===== src/rtl/angsr_pkg.sv =====
package angsr_pkg;
    // Register word addresses on the serial register port
    localparam logic [7:0] ADDR_CTRL = 8'h1E;
    localparam logic [7:0] ADDR_ANG = 8'h20;
    localparam logic [7:0] ADDR_STA = 8'h22;
    localparam logic [7:0] ADDR_ERR = 8'h24;
    localparam logic [7:0] ADDR_WARN = 8'h26;
    // Control word fields
    localparam int CTRL_SEL_LSB = 12;
    localparam int CTRL_CLS_BIT = 10;
    localparam int CTRL_CLW_BIT = 9;
    localparam int CTRL_CLE_BIT = 8;
    // Angle word fields
    localparam int ANG_FAULT_BIT = 14;
    localparam int ANG_UV_BIT = 13;
    localparam int ANG_PAR_BIT = 12;
    // Status word fields
    localparam int STA_DIE_LSB = 8;
    localparam int STA_ROT_BIT = 7;
    localparam int STA_ADONE_BIT = 5;
    localparam int STA_BDONE_BIT = 4;
    localparam int STA_LRUN_BIT = 3;
    localparam int STA_FRUN_BIT = 2;
    localparam int STA_BOOT_BIT = 1;
    localparam int STA_AOK_BIT = 0;
    // Error word fields
    localparam int ERR_WAR_BIT = 11;
    localparam int ERR_STF_BIT = 10;
    localparam int ERR_SUV_BIT = 3;
    localparam int ERR_RUV_BIT = 2;
    // Word tags in bits 15:12
    localparam logic [3:0] TAG_STA = 4'h8;
    localparam logic [3:0] TAG_ERR = 4'hA;
    localparam logic [3:0] TAG_WARN = 4'hB;
    // Trigger codes and action selections
    localparam logic [7:0] CODE_SELFTEST = 8'hB9;
    localparam logic [7:0] CODE_TURNS = 8'h46;
    localparam logic [7:0] CODE_HARD_RESET = 8'h5A;
    localparam logic [3:0] SEL_NONE = 4'h0;
    localparam logic [3:0] SEL_TURNS = 4'h4;
    localparam logic [3:0] SEL_HARD_RESET = 4'h7;
    localparam logic [3:0] SEL_FRONTEND = 4'h9;
    localparam logic [3:0] SEL_LOGIC = 4'hA;
    localparam logic [3:0] SEL_BOTH = 4'hB;
    // Reset values: only the reset-seen error bit is set
    localparam logic [11:0] ERR_RESET = 12'h001;
    localparam logic [11:0] WARN_RESET = 12'h000;

    typedef struct packed {
        logic wr;
        logic rd;
        logic [7:0] addr;
        logic [15:0] data;
    } angsr_req_s;

    typedef struct packed {
        logic [11:0] angle;
        logic locked;
        logic rot_dir;
        logic [1:0] die_index;
        logic supply_uv;
        logic regulator_uv;
        logic avg_fault;
        logic quad_fault;
        logic lock_lost;
        logic zero_to;
        logic nvm_uncorr;
        logic osc_fault;
        logic mag_low;
        logic nvm_loaded;
        logic boot_tests_done;
        logic [11:0] warn_events;
    } angsr_sense_s;

    typedef struct packed {
        logic logic_done;
        logic logic_fail;
        logic frontend_done;
        logic frontend_fail;
    } angsr_test_s;
endpackage


===== src/rtl/angsr_regs.sv =====
`timescale 1ns/100ps
module angsr_regs
    import angsr_pkg::*;
(
    input wire logic clock_in,
    input wire logic rst_n_in,
    input wire angsr_req_s reg_req_in,
    output logic [15:0] read_data_out,
    input wire angsr_sense_s sense_in,
    input wire logic [11:0] error_mask_in,
    input wire logic [11:0] warning_mask_in,
    input wire angsr_test_s test_in,
    output logic logic_selftest_start_out,
    output logic frontend_selftest_start_out,
    output logic turns_reset_out,
    output logic hard_reset_req_out,
    output logic fault_summary_out
);

    typedef enum logic [1:0] {BOOT_LOAD, BOOT_TEST, BOOT_DONE} angsr_boot_e;
    typedef enum logic [0:0] {ACT_IDLE, ACT_RUN} angsr_act_e;

    angsr_boot_e boot_state;
    angsr_boot_e next_boot_state;
    angsr_act_e act_state;
    angsr_act_e next_act_state;
    logic [3:0] action_select;
    logic action_done;
    logic boot_done;
    logic logic_selftest_running;
    logic frontend_selftest_running;
    logic [11:0] err_flags;
    logic [11:0] err_seen;
    logic [11:0] warn_flags;
    logic [11:0] warn_seen;
    logic lstart;
    logic fstart;
    logic tstart;
    logic hstart;

    ////////////////////////////////////////////////////////////////////////////
    // Register access decode

    wire ctrl_wr = reg_req_in.wr && (reg_req_in.addr == ADDR_CTRL);
    wire [3:0] wr_select = reg_req_in.data[15:CTRL_SEL_LSB];
    wire [7:0] wr_code = reg_req_in.data[7:0];
    wire clear_done_flags = ctrl_wr && reg_req_in.data[CTRL_CLS_BIT];
    wire clear_warning_flags = ctrl_wr && reg_req_in.data[CTRL_CLW_BIT];
    wire clear_error_flags = ctrl_wr && reg_req_in.data[CTRL_CLE_BIT];
    wire err_rd = reg_req_in.rd && (reg_req_in.addr == ADDR_ERR);
    wire warn_rd = reg_req_in.rd && (reg_req_in.addr == ADDR_WARN);

    // The trigger acts on the selection written in the same word
    wire is_test_sel = (wr_select == SEL_FRONTEND) || (wr_select == SEL_LOGIC)
                       || (wr_select == SEL_BOTH);
    wire trig_test = ctrl_wr && (wr_code == CODE_SELFTEST) && is_test_sel;
    wire trig_turns = ctrl_wr && (wr_code == CODE_TURNS) && (wr_select == SEL_TURNS);
    wire trig_hard = ctrl_wr && (wr_code == CODE_HARD_RESET)
                     && (wr_select == SEL_HARD_RESET);
    // A new trigger is ignored while self-tests still run
    wire trig_any = (trig_test || trig_turns || trig_hard) && (act_state == ACT_IDLE);
    wire start_logic = trig_any && trig_test && wr_select[1];
    wire start_frontend = trig_any && trig_test && wr_select[0];

    ////////////////////////////////////////////////////////////////////////////
    // Boot sequence

    always_comb begin
        next_boot_state = boot_state;
        unique case (boot_state)
            BOOT_LOAD: begin
                if (sense_in.nvm_loaded) begin
                    next_boot_state = BOOT_TEST;
                end
            end
            BOOT_TEST: begin
                if (sense_in.boot_tests_done) begin
                    next_boot_state = BOOT_DONE;
                end
            end
            BOOT_DONE: begin
                next_boot_state = BOOT_DONE;
            end
            default: begin
                next_boot_state = BOOT_LOAD;
            end
        endcase
    end

    wire boot_active = (boot_state != BOOT_DONE);
    wire boot_finish = (boot_state == BOOT_TEST) && sense_in.boot_tests_done;
    wire angle_valid = sense_in.locked && !boot_active;

    ////////////////////////////////////////////////////////////////////////////
    // Action sequencing

    wire logic_end = logic_selftest_running && test_in.logic_done;
    wire frontend_end = frontend_selftest_running && test_in.frontend_done;
    wire logic_left = logic_selftest_running && !test_in.logic_done;
    wire frontend_left = frontend_selftest_running && !test_in.frontend_done;
    wire tests_finish = (act_state == ACT_RUN) && !logic_left && !frontend_left;
    // Turns reset completes at once; hard reset never completes here
    wire action_complete = tests_finish || (trig_any && trig_turns);

    always_comb begin
        next_act_state = act_state;
        unique case (act_state)
            ACT_IDLE: begin
                if (start_logic || start_frontend) begin
                    next_act_state = ACT_RUN;
                end
            end
            ACT_RUN: begin
                if (tests_finish) begin
                    next_act_state = ACT_IDLE;
                end
            end
        endcase
    end

    always_ff @(posedge clock_in) begin
        if (!rst_n_in) begin
            boot_state <= BOOT_LOAD;
            act_state <= ACT_IDLE;
        end else begin
            boot_state <= next_boot_state;
            act_state <= next_act_state;
        end
    end

    // Selection follows each control write and clears when an action completes
    wire [3:0] next_action_select = action_complete ? SEL_NONE
                                    : (ctrl_wr ? wr_select : action_select);
    // Set wins over a clear written in the same cycle
    wire next_action_done = action_complete
                            || (action_done && !trig_any && !clear_done_flags);
    wire next_boot_done = boot_finish || (boot_done && !clear_done_flags);
    wire next_logic_run = start_logic || logic_left;
    wire next_frontend_run = start_frontend || frontend_left;

    always_ff @(posedge clock_in) begin
        if (!rst_n_in) begin
            action_select <= SEL_NONE;
            action_done <= 1'b0;
            boot_done <= 1'b0;
            logic_selftest_running <= 1'b0;
            frontend_selftest_running <= 1'b0;
            lstart <= 1'b0;
            fstart <= 1'b0;
            tstart <= 1'b0;
            hstart <= 1'b0;
        end else begin
            action_select <= next_action_select;
            action_done <= next_action_done;
            boot_done <= next_boot_done;
            logic_selftest_running <= next_logic_run;
            frontend_selftest_running <= next_frontend_run;
            lstart <= start_logic;
            fstart <= start_frontend;
            tstart <= trig_any && trig_turns;
            hstart <= trig_any && trig_hard;
        end
    end

    assign logic_selftest_start_out = lstart;
    assign frontend_selftest_start_out = fstart;
    assign turns_reset_out = tstart;
    assign hard_reset_req_out = hstart;

    ////////////////////////////////////////////////////////////////////////////
    // Latched warning and error flags

    wire warn_unmasked = |(warn_flags & ~warning_mask_in);
    wire suv = sense_in.supply_uv;
    wire ruv = sense_in.regulator_uv;
    wire undervoltage_live = (suv && !error_mask_in[ERR_SUV_BIT])
                             || (ruv && !error_mask_in[ERR_RUV_BIT]);

    wire [11:0] err_events = {
        warn_unmasked && !error_mask_in[ERR_WAR_BIT],
        (logic_end && test_in.logic_fail) || (frontend_end && test_in.frontend_fail),
        sense_in.avg_fault,
        sense_in.quad_fault,
        sense_in.lock_lost,
        sense_in.zero_to,
        sense_in.nvm_uncorr,
        sense_in.osc_fault,
        suv,
        ruv,
        sense_in.mag_low,
        1'b0
    };

    // Only bits captured by an earlier read are cleared; new events win
    wire [11:0] err_keep = clear_error_flags ? (err_flags & ~err_seen) : err_flags;
    wire [11:0] next_err = err_keep | err_events;
    wire [11:0] warn_keep = clear_warning_flags ? (warn_flags & ~warn_seen)
                            : warn_flags;
    wire [11:0] next_warn = warn_keep | sense_in.warn_events;
    wire [11:0] next_err_seen = err_rd ? err_flags
                                : (clear_error_flags ? 12'h000 : err_seen);
    wire [11:0] next_warn_seen = warn_rd ? warn_flags
                                 : (clear_warning_flags ? 12'h000 : warn_seen);

    always_ff @(posedge clock_in) begin
        if (!rst_n_in) begin
            err_flags <= ERR_RESET;
            err_seen <= 12'h000;
            warn_flags <= WARN_RESET;
            warn_seen <= 12'h000;
        end else begin
            err_flags <= next_err;
            err_seen <= next_err_seen;
            warn_flags <= next_warn;
            warn_seen <= next_warn_seen;
        end
    end

    ////////////////////////////////////////////////////////////////////////////
    // Read words

    wire fault_summary = |(err_flags & ~error_mask_in) || warn_unmasked;
    wire [14:0] ang_low = {fault_summary, undervoltage_live, 1'b0, sense_in.angle};
    wire parity_bit = ~(^ang_low);
    wire [15:0] angle_word = {1'b0, fault_summary, undervoltage_live, parity_bit,
                              sense_in.angle};
    wire [15:0] status_word = {TAG_STA, 2'b00, sense_in.die_index, sense_in.rot_dir, 1'b0,
                               action_done, boot_done, logic_selftest_running,
                               frontend_selftest_running, boot_active,
                               angle_valid};
    wire [15:0] error_word = {TAG_ERR, err_flags};
    wire [15:0] warn_word = {TAG_WARN, warn_flags};
    // Clear and trigger fields are write-only and read back as zero
    wire [15:0] ctrl_word = {action_select, 12'h000};

    wire [15:0] next_read_data = (reg_req_in.addr == ADDR_ANG) ? angle_word
                                 : (reg_req_in.addr == ADDR_STA) ? status_word
                                 : (reg_req_in.addr == ADDR_ERR) ? error_word
                                 : (reg_req_in.addr == ADDR_WARN) ? warn_word
                                 : (reg_req_in.addr == ADDR_CTRL) ? ctrl_word
                                 : 16'h0000;

    always_ff @(posedge clock_in) begin
        if (!rst_n_in) begin
            read_data_out <= 16'h0000;
        end else if (reg_req_in.rd) begin
            read_data_out <= next_read_data;
        end
    end

    assign fault_summary_out = fault_summary;
endmodule // angsr_regs


===== config.mk =====
export PLATFORM = sky130hd
export DESIGN_NAME = angsr_regs
export DESIGN_NICKNAME = d
export VERILOG_FILES = /design/src/rtl/angsr_pkg.sv /design/src/rtl/angsr_regs.sv
export SDC_FILE = /design/constraint.sdc
export NUM_CORES = 1
export LEC_CHECK = 0
export BUFFER_PORTS_ARGS = -buffer_cell sky130_fd_sc_hd__buf_4
export CORE_ASPECT_RATIO = 1.5
export CORE_MARGIN = 1
export CORE_UTILIZATION = 55
export CTS_CLUSTER_SIZE = 20
export DETAILED_ROUTE_END_ITERATION = 8
export GPL_TIMING_DRIVEN = 0
export PLACE_DENSITY = 0.87
export SLEW_MARGIN = 20
export SYNTH_ARGS = -nofsm -noshare
export SYNTH_HDL_FRONTEND = slang
export SYNTH_SLANG_ARGS = --single-unit

===== constraint.sdc =====
create_clock -name clock_in -period 2.2 [get_ports clock_in]
set_input_delay 0.33 -clock clock_in [delete_from_list [all_inputs] [get_ports clock_in]]
set_output_delay 0.33 -clock clock_in [all_outputs]
set_load 0.01 [all_outputs]

==> flow_summary.json <==
{
  "synth_nets": 532,
  "gp_congestion": 0.958,
  "synthArstFlopShare_pct": 0,
  "initialDrtViolationCount": 217,
  "numCtsBuffers": 9,
  "fin_skew_ns": 0.00777,
  "slew_violations": 0,
  "finalHoldViolations": 0,
  "grt_max_degree": 14,
  "synth_top_area_share_pct": 42.4,
  "grt_pass1_wl_um": 16400,
  "slowest_delay_ns": 0.41,
  "run_status": "completed",
  "setup_tns_ns": 0,
  "routed_wl_um": 10400,
  "min_from": "sense_in[10]",
  "synth_seq_area_share_pct": 42.4,
  "fin_crit_sh_pct": 95.0,
  "wl_met3_um": 648,
  "wl_met2_um": 5580,
  "yosys.area.top_type": "dfxtp_1",
  "period_minus_slack_ns": 2.09,
  "root_buffer": "clkbuf_8",
  "whs_endpoint": "warn_flags[10]",
  "drc": 0,
  "port_buffers": 112,
  "cp.required_ns": 1.87,
  "yosys-top-cells-count": "dfxtp_1 (79), nor2_1 (74), a21oi_1 (49), nand2_1 (45), a22oi_1 (26)",
  "setup_viol": 0,
  "grt_overflow_total": 0,
  "ys_types": 53,
  "antenna_left": 0,
  "worstSetupEndpointType": "output port",
  "vdd_drop_max_uv": 525,
  "num_rows": 36,
  "yosys_warnings": 0,
  "ys_ff_latch": 79,
  "criticalPathCategory": "flip-flop to output port",
  "cp-start-kind": "flip-flop",
  "htree_levels": 3,
  "ff2ff_setup_slack_ns": 0.45,
  "slew_headroom_pct": 62.6,
  "final_nets": 655,
  "design_area_sq_um": 4880,
  "synth_area_sq_um": 3730,
  "r2r-start": "warn_flags[3]",
  "cts_tree": "done",
  "firstDrtPassIters": 5,
  "grt_pass1_vias": 3505,
  "area_growth_syn_to_layout_pct": 31.0,
  "synth_edf_count": 0,
  "fmax_ghz": 0.478,
  "hold_depth": 3,
  "cp_num_buf_inv": 1,
  "core_area_sq_um": 6530,
  "synth.most_common_cell": "dfxtp_1",
  "crit_path_top_delay_cell": "nor3_2",
  "antenna_found_initial": 0,
  "drv_cap": 0,
  "met1_length_um": 3830,
  "critPathArrivalTime_ns": 1.76,
  "cts_setup_buffers": 0,
  "path_cells": "nand2b_1 > o2111ai_1 > nor3_2 > nand4_4 > buf_4",
  "clkTransAtPathRegs_ns": 0.08,
  "cts.repair.resized": 0,
  "cts.sinks": 79,
  "crit_fanout": 4,
  "synth_area_per_cell_sq_um": 8.61,
  "track_usage_pct": 29.7,
  "layout-drive-gt1-share_pct": 27.9,
  "r2r-end": "read_data_out[12]",
  "synth-main-ff-cell": "dfxtp_1",
  "nFillCells": 512,
  "max-clock-path-buffers": 2,
  "post_dp_cell_area_sq_um": 4660,
  "powerDensity_nw_per_um2": 670,
  "wl_per_cell_um": 16.4,
  "ioPinCount": 116,
  "path_delay_family": "simple AND/OR/NAND/NOR gates",
  "die_area_sq_um": 7120,
  "dieHeight_um": 103,
  "initial_core_util_pct": 57.1,
  "synthTopCellsByArea": "dfxtp_1 (42%), nor2_1 (7.4%), a21oi_1 (6.6%), a22oi_1 (5.2%), mux4_2 (4.8%)",
  "cts_hold_buf": 0,
  "final_util_pct": 74.8,
  "r2r_cells": 6,
  "tightestPinTransition_ns": 0.560,
  "die_w_um": 69.2,
  "dpl.hpwl_um": 8150,
  "antenna_cells": 0,
  "dp_slack_ns": 0.264,
  "dr.max_layer_used": "met4",
  "hp-class": "primary input to flip-flop",
  "synthCells": 433,
  "insertion_delay_ns": 0.35,
  "rsz0062_at_grt": "no",
  "viasPerCell": 5.75,
  "power.leakage_nw": 2.02,
  "fin_ws_ns": 0.110,
  "route.vias.total": 3659
}
-- final cells by class --
type / count / area, sq um / share of cell area [%]
multi-input cells: 309 / 1940 / 39.8
flip-flops and latches: 79 / 1580 / 32.4
repair buffers: 112 / 841 / 17.2
clock buffers: 10 / 138 / 2.82
plain buffers: 20 / 109 / 2.23
well taps: 76 / 95.1 / 1.95
inverters: 25 / 93.8 / 1.92
clock inverters: 5 / 81.3 / 1.67
-- cells by family (layout without fill, tap and decap cells) --
group | count (synthesis) | in the layout | synth area share, %
and+or+nand+nor | 177 | 177 | 24.4
buffers and inverters | 45 | 172 | 5.44
muxes | 14 | 14 | 6.44
xor gates and xnor gates | 13 | 13 | 3.05
DFF | 79 | 79 | 42.4
AOI/OAI and AO/OA | 101 | 101 | 16.9
adders and majority gates | 4 | 4 | 1.34
-- flip-flops by register name (all words and copies together), names as in the netlist, 2 cells and up --
| register | flops |
|---|---|
| read_data_out | 16 |
| boot_state | 2 |
| warn_flags | 12 |
| err_flags | 12 |
| warn_seen | 12 |
| err_seen | 12 |
| action_select | 4 |
-- worst register-to-register path, cell delays in order (launching register included) --
cell	delay, ns
dfxtp_1	0.36
nand2b_1	0.09
o2111ai_1	0.14
nor3_2	0.41
nand4_4	0.21
xor2_1	0.21
a311oi_1	0.25
-- worst max path at each step --
stage | end | start | cells after the start
2_1_floorplan | warn_flags[10] | reg_req_in[17] | 8
3_3_place_gp | warn_flags[3] | reg_req_in[23] | 8
3_5_place_dp | warn_flags[7] | reg_req_in[23] | 8
4_1_cts | fault_summary_out | warn_flags[3] | 5
5_1_grt | fault_summary_out | warn_flags[3] | 5
6_report | fault_summary_out | warn_flags[3] | 5
-- metal layers --
metal  vias up  track usage (%)
li1       1738                -
met1      1706             32.9
met2       185             55.0
met3        30             5.57
met4         0             14.1
met5         -                0
-- power by group --
| part | switching (mW) | internal (mW) |
|---|---|---|
| Clock | 0.525 | 0.666 |
| Sequential | 0.0580 | 1.48 |
| Combinational | 0.256 | 0.283 |
-- cell usage in the layout, fill, tap and decap left out, types with 4 or more instances in the layout --
master    count
mux2i_1       6
a22oi_1      26
mux4_2        8
ha_1          4
nand3_1       5
o21ai_0       5
o22ai_1       4
nand2b_1     14
clkbuf_8     10
nor2_1       74
nand2_1      45
dfxtp_1      79
xnor2_1      11
inv_1        24
clkbuf_1     10
nor2b_1      11
buf_4       116
a21oi_1      49
-- stage by stage --
step                      power (mW)  hold slack [ns]  std cells
after floorplan                 1.87            0.392        433
after global placement          2.09            0.438        621
after detailed placement        2.11            0.444        621
after CTS                       3.27            0.178        636
after global routing            3.41            0.182        636
final                           3.27            0.182        636
(Power assumes the default switching activity.)
